**src/pfr_pkg.sv**
```systemverilog
// constants shared by the pin function and reset multiplexer
package pfr_pkg;

	// ------------------------------------------------------------
	// pad indices of the multiplexed pin group
	// ------------------------------------------------------------
	localparam int NUM_PADS = 7;
	localparam int PAD_B7 = 0; // port_b_line_7
	localparam int PAD_A7 = 1; // reset pin / port_a_line_7
	localparam int PAD_B4 = 2; // port_b_line_4
	localparam int PAD_B5 = 3; // port_b_line_5
	localparam int PAD_D2 = 4; // test clock / port_d_line_2
	localparam int PAD_D3 = 5; // mode select / port_d_line_3
	localparam int PAD_D0 = 6; // test data in / port_d_line_0

	// ------------------------------------------------------------
	// register bus layout
	// ------------------------------------------------------------
	localparam int ADDR_W = 4;
	localparam int DATA_W = 16;
	localparam logic [3:0] REG_FUNC_SEL = 4'h0;
	localparam logic [3:0] REG_CLOCK_OUTPUT_PIN_SEL = 4'h1;
	localparam logic [3:0] REG_GPIO_DIR = 4'h2;
	localparam logic [3:0] REG_GPIO_OUT = 4'h3;
	localparam logic [3:0] REG_GPIO_IN = 4'h4;
	localparam logic [3:0] REG_FAULT_MASK = 4'h5;
	localparam logic [3:0] REG_STATUS = 4'h6;

	// function select field positions
	localparam int FS_B7_ALT = 0;
	localparam int FS_A7_GPIO = 1;
	localparam int FS_B4_LSB = 2;
	localparam int FS_B5_LSB = 4;
	localparam int FS_D2_GPIO = 6;
	localparam int FS_D3_GPIO = 7;
	localparam int FS_D0_GPIO = 8;
	localparam int FS_W = 9;
	localparam logic [FS_W-1:0] FS_RESET = 9'h000;

	// ------------------------------------------------------------
	// encodings and reset values
	// ------------------------------------------------------------
	typedef enum logic [1:0] {
		PFR_B4_GPIO = 2'b00,
		PFR_B4_TIMER0 = 2'b01,
		PFR_B4_CLOCK_OUTPUT_PIN = 2'b10
	} pfr_b4_sel_e;

	typedef enum logic [1:0] {
		PFR_B5_GPIO = 2'b00,
		PFR_B5_TIMER1 = 2'b01,
		PFR_B5_FAULT = 2'b10
	} pfr_b5_sel_e;

	typedef enum logic [1:0] {
		PFR_CLOCK_OUTPUT_PIN_OFF = 2'b00,
		PFR_CLOCK_OUTPUT_PIN_MASTER = 2'b01,
		PFR_CLOCK_OUTPUT_PIN_BUS = 2'b10,
		PFR_CLOCK_OUTPUT_PIN_OSC = 2'b11
	} pfr_clock_output_pin_sel_e;

	localparam logic [1:0] CLOCK_OUTPUT_PIN_SEL_RESET = 2'b00;
	localparam logic [6:0] GPIO_DIR_RESET = 7'h00;
	localparam logic [6:0] GPIO_OUT_RESET = 7'h00;
	localparam int PWM_CH = 6;
	localparam int RESET_HOLD_CYCLES = 32;
	localparam int HOLD_CNT_W = 6;

endpackage : pfr_pkg

```
**src/pfr_pin_mux.sv**
```systemverilog
// pin function multiplexer with reset pin handling and reset release
//
// Decided for this implementation: the address-and-strobe port and the register offsets.
`timescale 1ns/10ps

// Overview of operation
// - port_b_line_7 comes up as port line
// - reset pin low holds chip in reset
// - internal reset released synchronously after fixed count
// - port_a_line_7 only input or open drain
// - pin reset ignored while pin is port
// - shared reset pin defaults to reset function
// - clock output picks off, master, bus, oscillator
// - port_b lines 4 and 5 default port
// - selected fault input disables chosen pwm outputs
// - mode select sampled on test clock rise
// - test data sampled on test clock rise
// - test pins default to test functions
// - each port line has own direction
module pfr_pin_mux #(
	parameter int NUM_PADS = pfr_pkg::NUM_PADS,
	parameter int PWM_CH = pfr_pkg::PWM_CH,
	parameter int RESET_HOLD_CYCLES = pfr_pkg::RESET_HOLD_CYCLES,
	parameter logic FAULT_ACTIVE_HIGH = 1'b1
) (
	input wire logic ref_clk_i,
	input wire logic reset_i,
	// register port
	input wire logic [pfr_pkg::ADDR_W-1:0] reg_addr_i,
	input wire logic [pfr_pkg::DATA_W-1:0] reg_wdata_i,
	input wire logic reg_write_i,
	input wire logic reg_read_i,
	output logic [pfr_pkg::DATA_W-1:0] reg_rdata_o,
	// other reset sources
	input wire logic watchdog_reset_i,
	input wire logic software_reset_i,
	output logic chip_reset_o,
	// pads
	input wire logic [NUM_PADS-1:0] pad_i,
	output logic [NUM_PADS-1:0] pad_o,
	output logic [NUM_PADS-1:0] pad_oe_n_o,
	output logic [NUM_PADS-1:0] pad_pullup_o,
	// alternate peripheral on port_b_line_7
	input wire logic b7_alt_out_i,
	input wire logic b7_alt_oe_i,
	output logic b7_alt_in_o,
	// timer channels
	input wire logic timer0_out_i,
	input wire logic timer0_oe_i,
	output logic timer0_in_o,
	input wire logic timer1_out_i,
	input wire logic timer1_oe_i,
	output logic timer1_in_o,
	// clock output sources
	input wire logic master_clk_i,
	input wire logic bus_clk_i,
	input wire logic osc_clk_i,
	// fault to pwm
	output logic [PWM_CH-1:0] pwm_disable_o,
	// test access port
	output logic tap_tck_o,
	output logic tap_tms_o,
	output logic tap_tdi_o
);

	// ------------------------------------------------------------
	// helpers
	// ------------------------------------------------------------

	// push-pull port line: enable is low while driving
	function automatic logic drive_n(input logic dir);
		drive_n = ~dir;
	endfunction : drive_n

	// open drain: only a low level is ever driven
	function automatic logic od_drive_n(input logic dir, input logic val);
		od_drive_n = ~(dir & ~val);
	endfunction : od_drive_n

	// ------------------------------------------------------------
	// state
	// ------------------------------------------------------------
	logic [pfr_pkg::FS_W-1:0] func_q;
	logic [1:0] clock_output_pin_sel_q;
	logic [NUM_PADS-1:0] gpio_dir_q;
	logic [NUM_PADS-1:0] gpio_out_q;
	logic [NUM_PADS-1:0] gpio_in_q;
	logic [PWM_CH-1:0] fault_mask_q;
	logic [pfr_pkg::HOLD_CNT_W-1:0] hold_cnt_q;
	logic chip_reset_q;
	logic pin_reset_seen_q;
	logic clock_output_pin_q;
	logic fault_q;
	logic [NUM_PADS-1:0] pad_d;
	logic [NUM_PADS-1:0] oe_n_d;
	logic [NUM_PADS-1:0] pu_d;
	logic pin_reset;
	logic reset_req;
	logic clock_output_pin_d;
	logic fault_level;
	logic [1:0] b4_sel;
	logic [1:0] b5_sel;
	logic [pfr_pkg::DATA_W-1:0] rdata_d;

	localparam logic [pfr_pkg::HOLD_CNT_W-1:0] HOLD_LOAD =
		pfr_pkg::HOLD_CNT_W'(RESET_HOLD_CYCLES - 1);

	assign b4_sel = func_q[pfr_pkg::FS_B4_LSB +: 2];
	assign b5_sel = func_q[pfr_pkg::FS_B5_LSB +: 2];

	// ------------------------------------------------------------
	// reset generation
	// ------------------------------------------------------------

	// pin counts as reset only while it has the reset function
	assign pin_reset = ~func_q[pfr_pkg::FS_A7_GPIO] & ~pad_i[pfr_pkg::PAD_A7];
	assign reset_req = pin_reset | watchdog_reset_i | software_reset_i;

	// hold reset while any source is active, then count down on the clock;
	// the release is thus always aligned to ref_clk_i
	always_ff @(posedge ref_clk_i or posedge reset_i) begin
		if (reset_i) begin
			hold_cnt_q <= HOLD_LOAD;
			chip_reset_q <= 1'b1;
		end else if (reset_req) begin
			hold_cnt_q <= HOLD_LOAD;
			chip_reset_q <= 1'b1;
		end else if (hold_cnt_q != '0) begin
			hold_cnt_q <= hold_cnt_q - 1'b1;
		end else begin
			chip_reset_q <= 1'b0;
		end
	end

	assign chip_reset_o = chip_reset_q;

	// sticky record that the pin caused a reset; cleared by a status read
	always_ff @(posedge ref_clk_i or posedge reset_i) begin
		if (reset_i) begin
			pin_reset_seen_q <= 1'b0;
		end else if (pin_reset) begin
			pin_reset_seen_q <= 1'b1; // set wins over the read clear
		end else if (reg_read_i && reg_addr_i == pfr_pkg::REG_STATUS) begin
			pin_reset_seen_q <= 1'b0;
		end
	end

	// ------------------------------------------------------------
	// configuration registers
	// ------------------------------------------------------------

	// every internal reset returns all pins to their defaults; writes made
	// while the chip is held in reset are dropped on purpose
	always_ff @(posedge ref_clk_i or posedge reset_i) begin
		if (reset_i) begin
			func_q <= pfr_pkg::FS_RESET;
		end else if (chip_reset_q) begin
			func_q <= pfr_pkg::FS_RESET;
		end else if (reg_write_i && reg_addr_i == pfr_pkg::REG_FUNC_SEL) begin
			func_q <= reg_wdata_i[pfr_pkg::FS_W-1:0];
		end
	end

	// clock output source select
	always_ff @(posedge ref_clk_i or posedge reset_i) begin
		if (reset_i) begin
			clock_output_pin_sel_q <= pfr_pkg::CLOCK_OUTPUT_PIN_SEL_RESET;
		end else if (chip_reset_q) begin
			clock_output_pin_sel_q <= pfr_pkg::CLOCK_OUTPUT_PIN_SEL_RESET;
		end else if (reg_write_i && reg_addr_i == pfr_pkg::REG_CLOCK_OUTPUT_PIN_SEL) begin
			clock_output_pin_sel_q <= reg_wdata_i[1:0];
		end
	end

	// direction and output data, one bit per line
	always_ff @(posedge ref_clk_i or posedge reset_i) begin
		if (reset_i) begin
			gpio_dir_q <= pfr_pkg::GPIO_DIR_RESET;
			gpio_out_q <= pfr_pkg::GPIO_OUT_RESET;
		end else if (chip_reset_q) begin
			gpio_dir_q <= pfr_pkg::GPIO_DIR_RESET;
			gpio_out_q <= pfr_pkg::GPIO_OUT_RESET;
		end else if (reg_write_i && reg_addr_i == pfr_pkg::REG_GPIO_DIR) begin
			gpio_dir_q <= reg_wdata_i[NUM_PADS-1:0];
		end else if (reg_write_i && reg_addr_i == pfr_pkg::REG_GPIO_OUT) begin
			gpio_out_q <= reg_wdata_i[NUM_PADS-1:0];
		end
	end

	// pwm channels shut down by the off-chip fault
	always_ff @(posedge ref_clk_i or posedge reset_i) begin
		if (reset_i) begin
			fault_mask_q <= '0;
		end else if (chip_reset_q) begin
			fault_mask_q <= '0;
		end else if (reg_write_i && reg_addr_i == pfr_pkg::REG_FAULT_MASK) begin
			fault_mask_q <= reg_wdata_i[PWM_CH-1:0];
		end
	end

	// ------------------------------------------------------------
	// register read back
	// ------------------------------------------------------------

	// decode of the read address; unmapped offsets answer zero
	always_comb begin
		rdata_d = '0;
		if (reg_addr_i == pfr_pkg::REG_FUNC_SEL) begin
			rdata_d[pfr_pkg::FS_W-1:0] = func_q;
		end else if (reg_addr_i == pfr_pkg::REG_CLOCK_OUTPUT_PIN_SEL) begin
			rdata_d[1:0] = clock_output_pin_sel_q;
		end else if (reg_addr_i == pfr_pkg::REG_GPIO_DIR) begin
			rdata_d[NUM_PADS-1:0] = gpio_dir_q;
		end else if (reg_addr_i == pfr_pkg::REG_GPIO_OUT) begin
			rdata_d[NUM_PADS-1:0] = gpio_out_q;
		end else if (reg_addr_i == pfr_pkg::REG_GPIO_IN) begin
			rdata_d[NUM_PADS-1:0] = gpio_in_q;
		end else if (reg_addr_i == pfr_pkg::REG_FAULT_MASK) begin
			rdata_d[PWM_CH-1:0] = fault_mask_q;
		end else if (reg_addr_i == pfr_pkg::REG_STATUS) begin
			rdata_d[1:0] = {pin_reset_seen_q, fault_q};
		end
	end

	// read data stand only in the cycle after the strobe
	always_ff @(posedge ref_clk_i or posedge reset_i) begin
		if (reset_i) begin
			reg_rdata_o <= '0;
		end else if (reg_read_i) begin
			reg_rdata_o <= rdata_d;
		end else begin
			reg_rdata_o <= '0;
		end
	end

	// ------------------------------------------------------------
	// clock output and fault
	// ------------------------------------------------------------

	// source select; off holds the pin at zero
	always_comb begin
		case (clock_output_pin_sel_q)
			pfr_pkg::PFR_CLOCK_OUTPUT_PIN_MASTER: clock_output_pin_d = master_clk_i;
			pfr_pkg::PFR_CLOCK_OUTPUT_PIN_BUS: clock_output_pin_d = bus_clk_i;
			pfr_pkg::PFR_CLOCK_OUTPUT_PIN_OSC: clock_output_pin_d = osc_clk_i;
			default: clock_output_pin_d = 1'b0;
		endcase
	end

	// fault counts only while the pad carries the fault function
	assign fault_level = (b5_sel == pfr_pkg::PFR_B5_FAULT) &&
		(pad_i[pfr_pkg::PAD_B5] == FAULT_ACTIVE_HIGH);

	// registered so the sources reach the pad glitch free, at one cycle cost
	always_ff @(posedge ref_clk_i or posedge reset_i) begin
		if (reset_i) begin
			clock_output_pin_q <= 1'b0;
			fault_q <= 1'b0;
			pwm_disable_o <= '0;
		end else begin
			clock_output_pin_q <= clock_output_pin_d;
			fault_q <= fault_level;
			pwm_disable_o <= {PWM_CH{fault_level}} & fault_mask_q;
		end
	end

	// ------------------------------------------------------------
	// pad drive
	// ------------------------------------------------------------

	// port function first, then alternates override per pad
	always_comb begin
		pad_d = gpio_out_q;
		for (int i = 0; i < NUM_PADS; i++) begin
			oe_n_d[i] = drive_n(gpio_dir_q[i]);
		end
		// reset pin or open drain port line, never push-pull
		pad_d[pfr_pkg::PAD_A7] = 1'b0;
		oe_n_d[pfr_pkg::PAD_A7] = od_drive_n(gpio_dir_q[pfr_pkg::PAD_A7],
			gpio_out_q[pfr_pkg::PAD_A7]);
		if (!func_q[pfr_pkg::FS_A7_GPIO]) begin
			oe_n_d[pfr_pkg::PAD_A7] = 1'b1;
		end
		if (func_q[pfr_pkg::FS_B7_ALT]) begin
			pad_d[pfr_pkg::PAD_B7] = b7_alt_out_i;
			oe_n_d[pfr_pkg::PAD_B7] = ~b7_alt_oe_i;
		end
		case (b4_sel)
			pfr_pkg::PFR_B4_TIMER0: begin
				pad_d[pfr_pkg::PAD_B4] = timer0_out_i;
				oe_n_d[pfr_pkg::PAD_B4] = ~timer0_oe_i;
			end
			pfr_pkg::PFR_B4_CLOCK_OUTPUT_PIN: begin
				pad_d[pfr_pkg::PAD_B4] = clock_output_pin_q;
				oe_n_d[pfr_pkg::PAD_B4] = 1'b0;
			end
			default: begin
			end
		endcase
		case (b5_sel)
			pfr_pkg::PFR_B5_TIMER1: begin
				pad_d[pfr_pkg::PAD_B5] = timer1_out_i;
				oe_n_d[pfr_pkg::PAD_B5] = ~timer1_oe_i;
			end
			pfr_pkg::PFR_B5_FAULT: begin
				oe_n_d[pfr_pkg::PAD_B5] = 1'b1;
			end
			default: begin
			end
		endcase
		// test pins are inputs unless handed to the port
		if (!func_q[pfr_pkg::FS_D2_GPIO]) begin
			oe_n_d[pfr_pkg::PAD_D2] = 1'b1;
		end
		if (!func_q[pfr_pkg::FS_D3_GPIO]) begin
			oe_n_d[pfr_pkg::PAD_D3] = 1'b1;
		end
		if (!func_q[pfr_pkg::FS_D0_GPIO]) begin
			oe_n_d[pfr_pkg::PAD_D0] = 1'b1;
		end
		// pull-up whenever nobody drives the pad
		pu_d = oe_n_d;
		if (chip_reset_q) begin
			pad_d = '0;
			oe_n_d = '1;
			pu_d = '1;
		end
	end

	// pad outputs held in flops so reset values are clean
	always_ff @(posedge ref_clk_i or posedge reset_i) begin
		if (reset_i) begin
			pad_o <= '0;
			pad_oe_n_o <= '1;
			pad_pullup_o <= '1;
		end else begin
			pad_o <= pad_d;
			pad_oe_n_o <= oe_n_d;
			pad_pullup_o <= pu_d;
		end
	end

	// ------------------------------------------------------------
	// inputs towards peripherals
	// ------------------------------------------------------------

	// unselected b7 and tap inputs rest at the pulled-up level so the tap stays idle, timer inputs rest low;
	// tck is only sampled here, the tap itself sees the edges one cycle late
	always_ff @(posedge ref_clk_i or posedge reset_i) begin
		if (reset_i) begin
			gpio_in_q <= '0;
			b7_alt_in_o <= 1'b1;
			timer0_in_o <= 1'b0;
			timer1_in_o <= 1'b0;
			tap_tck_o <= 1'b1;
			tap_tms_o <= 1'b1;
			tap_tdi_o <= 1'b1;
		end else begin
			gpio_in_q <= pad_i;
			b7_alt_in_o <= func_q[pfr_pkg::FS_B7_ALT] ? pad_i[pfr_pkg::PAD_B7] : 1'b1;
			timer0_in_o <= (b4_sel == pfr_pkg::PFR_B4_TIMER0) & pad_i[pfr_pkg::PAD_B4];
			timer1_in_o <= (b5_sel == pfr_pkg::PFR_B5_TIMER1) & pad_i[pfr_pkg::PAD_B5];
			tap_tck_o <= func_q[pfr_pkg::FS_D2_GPIO] | pad_i[pfr_pkg::PAD_D2];
			tap_tms_o <= func_q[pfr_pkg::FS_D3_GPIO] | pad_i[pfr_pkg::PAD_D3];
			tap_tdi_o <= func_q[pfr_pkg::FS_D0_GPIO] | pad_i[pfr_pkg::PAD_D0];
		end
	end

endmodule : pfr_pin_mux

```
**config.mk**
```make
export PLATFORM = sky130hd
export DESIGN_NAME = pfr_pin_mux
export DESIGN_NICKNAME = d
export VERILOG_FILES = /design/src/pfr_pkg.sv /design/src/pfr_pin_mux.sv
export SDC_FILE = /design/constraint.sdc
export NUM_CORES = 1
export LEC_CHECK = 0
export ABC_AREA = 1
export CAP_MARGIN = 40
export CORE_MARGIN = 1
export CORE_UTILIZATION = 45
export CTS_BUF_LIST = sky130_fd_sc_hd__clkbuf_4 sky130_fd_sc_hd__clkbuf_8 sky130_fd_sc_hd__clkbuf_16
export DETAILED_ROUTE_END_ITERATION = 8
export DONT_BUFFER_PORTS = 1
export SLEW_MARGIN = 20
export SYNTH_ARGS = -nofsm -noshare
export SYNTH_HDL_FRONTEND = slang
export SYNTH_SLANG_ARGS = --single-unit
```
**constraint.sdc**
```tcl
create_clock -name ref_clk_i -period 3.45 [get_ports ref_clk_i]
set_clock_uncertainty 0.1 [all_clocks]
set_input_delay 0.69 -clock ref_clk_i [delete_from_list [all_inputs] [get_ports ref_clk_i]]
set_output_delay 0.69 -clock ref_clk_i [all_outputs]
set_load 0.02 [all_outputs]
```
## Yosys cells after proc, flatten, opt, wreduce, memory -nomap -nowiden

Cells that the tools add are included.

| storage, ports and cells | value |
|---|---|
| bits in read-only memories | 0 |
| flip-flop bits (word level) | 90 |
| word-level logic and storage cells | 120 |
| memories | 0 |
| input port bits | 42 |
| output and inout bits | 50 |
| bits in latches | 0 |
| bits in writable memories | 0 |

| cells by class | value |
|---|---|
| multiply operators | 0 |
| eq/ne operators | 15 |
| shift-type cells | 0 |
| mux-type cells | 43 |
| $add $sub $neg | 1 |
| magnitude comparators | 0 |
| bitwise gates (word level) | 23 |
| divide/modulo/power cells | 0 |
| reductions and logical operators | 17 |

Operator list:

| kind | count |
|---|---|
| 2-to-1 mux 7 bit | 10 |
| 2-to-1 mux 6 bit | 5 |
| 2-to-1 mux 9 bit | 3 |
| nonzero test 2 bit | 7 |
| 2-to-1 mux 1 bit | 13 |
| inverter 1 bit | 13 |
| equality test 4 x 3 -> 1 bit, second input constant | 3 |
| 2-to-1 mux 2 bit | 6 |
| equality test 2 bit, second input constant | 4 |
| equality test 4 x 2 -> 1 bit, second input constant | 2 |
| logical AND 1 bit | 7 |
| AND 6 bit | 1 |
| equality test 2 x 1 -> 1 bit, second input constant | 3 |
| one-hot mux 1 bit (2 select lines) | 3 |
| nonzero test 6 bit | 1 |
| subtractor 6 x 1 -> 6 bit, second input constant | 1 |
| 2-to-1 mux 5 bit | 1 |
| OR 1 bit | 5 |
| AND 1 bit | 4 |
| equality test 4 x 1 -> 1 bit, second input constant | 1 |
| zero test 4 bit | 1 |
| 2-to-1 mux 4 bit | 1 |
| inequality test 2 bit, second input constant | 2 |
| one-hot mux 1 bit (3 select lines) | 1 |
| AND reduction 2 bit | 1 |

## Longest topological paths before layout

| logic depth | value |
|---|---|
| word-level depth | 9 |
| mapped depth | 8 |

## Worst setup path before layout

No wires, ideal clock.

| timing | value |
|---|---|
| path type | input port to flip-flop |
| start | in reg_addr_i[3] (netlist bit) |
| end | reg gpio_out_q[4] |
| library setup time | 118 ps |
| path slack | 1,742 ps |
| buffers on the path | 0 |
| arrival | 1,491 ps |
| stages | 8 |
| path through | nor2_4 -> inv_1 -> nor2_4 -> nand2_2 -> nand2_2 -> nor2_1 -> a21oi_1 -> inv_1 |

| on the way | value |
|---|---|
| word-level cells in the longest chain between the ends | 4 |
| elaborated cells between the ends (all ways) | 7 |
| classes of those cells | 3 x eq/ne; 4 x reduce/logical |

Ends and longest elaborated chain:

| element | line | RTL |
|---|---|---|
| start: declaration | pfr_pin_mux.sv:29 | `input wire logic [pfr_pkg::ADDR_W-1:0] reg_addr_i,` |
| equality test 4 x 2 -> 1 bit, on equally long branches | pfr_pin_mux.sv:183, pfr_pin_mux.sv:185 |  |
| logical AND 1 bit, on equally long branches | pfr_pin_mux.sv:183, pfr_pin_mux.sv:185 |  |
| inequality test 2 bit (no source line) or nonzero test 2 bit (tied branches) | - |  |
| AND reduction 2 bit (no source line) * | - |  |
| end signal: assignment | pfr_pin_mux.sv:179 | `gpio_out_q <= pfr_pkg::GPIO_OUT_RESET;` |
| end signal: assignment | pfr_pin_mux.sv:182 | `gpio_out_q <= pfr_pkg::GPIO_OUT_RESET;` |
| end signal: assignment | pfr_pin_mux.sv:186 | `gpio_out_q <= reg_wdata_i[NUM_PADS-1:0];` |
| end: declaration | pfr_pin_mux.sv:86 | `logic [NUM_PADS-1:0] gpio_out_q;` |

Every way passes the cells marked *; elsewhere a longest branch is shown, timed or not.
A chain may end at the register's enable or synchronous reset.

## Worst setup path in the final report

| timing | value |
|---|---|
| start | reg chip_reset_q, in the netlist chip_reset_o |
| end | out chip_reset_o |

RTL lines:

| element | line | RTL |
|---|---|---|
| start: declaration | pfr_pin_mux.sv:90 | `logic chip_reset_q;` |
| start signal: assignment | pfr_pin_mux.sv:124 | `chip_reset_q <= 1'b1;` |
| start signal: assignment | pfr_pin_mux.sv:127 | `chip_reset_q <= 1'b1;` |
| start signal: assignment | pfr_pin_mux.sv:131 | `chip_reset_q <= 1'b0;` |
| end: declaration | pfr_pin_mux.sv:37 | `output logic chip_reset_o,` |

No word-level cell between the ends.

==> reports/metrics.cfg <==
[sta]
finalSetupTns_ns=0
rsz0062_at_grt=false
post-route-period-util_pct=54.7
period_minus_slack_ns=1.89
worst_hold_slack_ns=0.170
relSlewSlack_pct=58.5
finalMaxSlewViolations=0
finalSetupViolCount=0
hold_viol_final=0
max_freq_mhz=530
tightest_slew_ns=0.623

[final_layout]
final_core_util_pct=50.6
area_delta_synth_final_pct=7.86
layout.nets=444
final_area_mm2=0.00393
fill_cells=738
drive_above_1_share_pct=14.0
n_antenna_cell=0

[synth]
netlist_area_mm2=0.00364
synth.distinct_cells=30
synth_cells=398
synthTopCellsByCount=nand2_1 (78), dfrtp_1 (65), inv_1 (60)
post-synth-top-count-cell=nand2_1
synth-async-reset-ratio_pct=100
ys_seq_area_share_pct=56.9
synth_warnings=0
synth_seq_cells=82
yosysTopAreaCell=dfrtp_1
synth.area.top_cells=dfrtp_1 (45%), dfstp_2 (12%), nand2_1 (8.0%)
synth_ff_type=dfrtp_1
synth_edf_count=0
avgSynthCellArea_um2=9.16
synth_top_area_share_pct=44.6

[setup_path]
regToRegStartpoint=chip_reset_o
critPathArrivalTime_ns=1.10
worstSetupStartpoint=chip_reset_o
r2r_end=fault_mask_q[1]
cp_max_fo=11
critPathKind=register to output pin
cp-start-kind=register
crit_required_ns=2.66
r2r.worst_path.cells=4
r2r_setup_slack_ns=1.57
path_depth=0
crit_path_end_kind=output pin
crit_end=chip_reset_o

[floorplanning]
io_pins=92
num_rows=32
die-area_mm2=0.00846
die_width_um=92.0
start_util_pct=46.9
core_mm2=0.00777
fp.dieH_um=92.0

[clock_network]
cts_resized=0
htree_levels=3
cts_root_buffer=clkbuf_8
holdBufCountCts=0
cts.clk_slew.worst_paths_ns=0.08
post_cts_buffers=0
clk_latency_ns=0.34
cts.sinks=82
cts_made_buffers=9
cts_buffer_depth=2
cts_tree=yes

[placed_design]
gp_congestion=0.882
dp_hpwl_um=5370
place_area_mm2=0.00368
place.port_buffers=0

[routing]
vias_per_cell=5.01
drcViolationCount=0
final_antenna_net_count=0
vias=2519
finalWirelength_um=7710
drt_iter0_drc=180
dr.pass1.iters=4
wl_per_cell_um=15.3

[grt]
grt_max_degree=50
antenna_found_initial=0
grt_pass1_vias=2470
grt.overflow.total=0
grt_pass1_wl_um=12500
grt_util_all_layers_pct=19.7

[power_and_ir_drop]
powerDensity_mw_per_mm2=492
irDropWorstVdd_v=0.000228
leakage_nw=1.89

[min_path]
hp-class=input port to async pin

[outcome]
status=complete, no violations

[run]
maxCapViolCount=0

[report_power, final]
| group | switching, W | total (W) | internal, W |
|---|---|---|---|
| Clock | 0.000341 | 0.000859 | 0.000518 |
| Combinational | 0.0000623 | 0.0000817 | 0.0000194 |
| Sequential | 0.0000135 | 0.000995 | 0.000982 |
| Total | 0.000416 | 0.00194 | 0.00152 |
[flip-flops by register name (all words and copies together), names as in the netlist]
register,count
fault_q,1
gpio_in_q,7
chip_reset_o,1
timer1_in_o,1
pad_pullup_o,7
clock_output_pin_sel_q,2
hold_cnt_q,6
pad_o,6
timer0_in_o,1
b7_alt_in_o,1
pin_reset_seen_q,1
tap_tck_o,1
gpio_out_q,7
func_q,9
tap_tdi_o,1
pwm_disable_o,6
clock_output_pin_q,1
reg_rdata_o,9
fault_mask_q,6
gpio_dir_q,7
tap_tms_o,1
[worst register-to-register path, stage by stage, from the launching register on]
cell and delay, ns:
dfstp_2 0.75, inv_1 0.25, buf_16 0.22, nand2_1 0.29, o21ai_0 0.14
[metrics by stage]
| step | std cells | power, W | worst slack [ns] |
|---|---|---|---|
| floorplan | 405 | 0.00108 | 0.580 |
| global placement | 486 | 0.00109 | 1.38 |
| detailed placement | 487 | 0.00110 | 1.41 |
| CTS | 503 | 0.00196 | 1.54 |
| global route | 503 | 0.00201 | 1.49 |
| finish | 503 | 0.00194 | 1.56 |
[kinds of logic (layout without fill, tap and decap cells)]
kind of cell	Yosys count	count (layout)	share of synthesized area, %
buffers and inverters	82	78	10.8
other	1	8	0.103
AO/OA/AOI/OAI	50	50	8.07
adder cells (fa/ha/maj)	6	6	2.06
AND/OR/NAND/NOR	175	175	21.6
flip-flops	82	82	56.9
XOR/XNOR	2	2	0.481
[how the worst min path moves through the flow]
stage / slack (ns) / endpoint / startpoint
floorplan: 0.30 / pad_pullup_o[5] / gpio_dir_q[5]
global placement: 0.32 / pad_pullup_o[6] / gpio_dir_q[6]
detailed placement: 0.33 / pad_pullup_o[4] / gpio_dir_q[4]
CTS: 0.18 / func_q[7] / reset_i
global route: 0.21 / func_q[6] / reset_i
finish: 0.17 / reg_rdata_o[8] / reset_i
[layout make-up]
| class | instances | area (um^2) | area share (%) |
|---|---|---|---|
| Inverter | 60 | 226 | 5.76 |
| Clock inverter | 5 | 100 | 2.55 |
| Timing Repair Buffer | 2 | 47.5 | 1.21 |
| Multi-Input combinational cell | 241 | 1200 | 30.6 |
| Tap cell | 102 | 128 | 3.25 |
| Clock buffer | 11 | 151 | 3.85 |
| Sequential cell | 82 | 2070 | 52.7 |
[cells in the final DEF (no fill, tap or decap), types with 2 or more instances in the layout]
master     Yosys  final
a21oi_1        5      5
a31oi_1        2      2
bufinv_16      0      3
clkbuf_8       1     11
clkinv_2       0      3
conb_1         1      8
dfrtp_1       65     65
dfstp_2       17     17
ha_1           6      6
inv_1         60     59
nand2_1       78     78
nand2_2        2      2
nand2_4        2      2
nand3_1       37     37
nand4_1        5      5
nor2_1        38     38
nor2_2         3      3
nor2_4         4      4
o21ai_0       32     32
o21ai_1        3      3
o21ai_4        2      2
or2_2          6      6
xnor2_1        2      2
[metal layers]
metal	share of wire, %	global-route usage (%)	vias to the layer above
met5	0	0	-
met4	1.4	7.03	0
met3	6.8	6.88	10
met2	45	29.9	81
met1	47	26.0	1209
li1	-	-	1219
(Power assumes the default switching activity.)
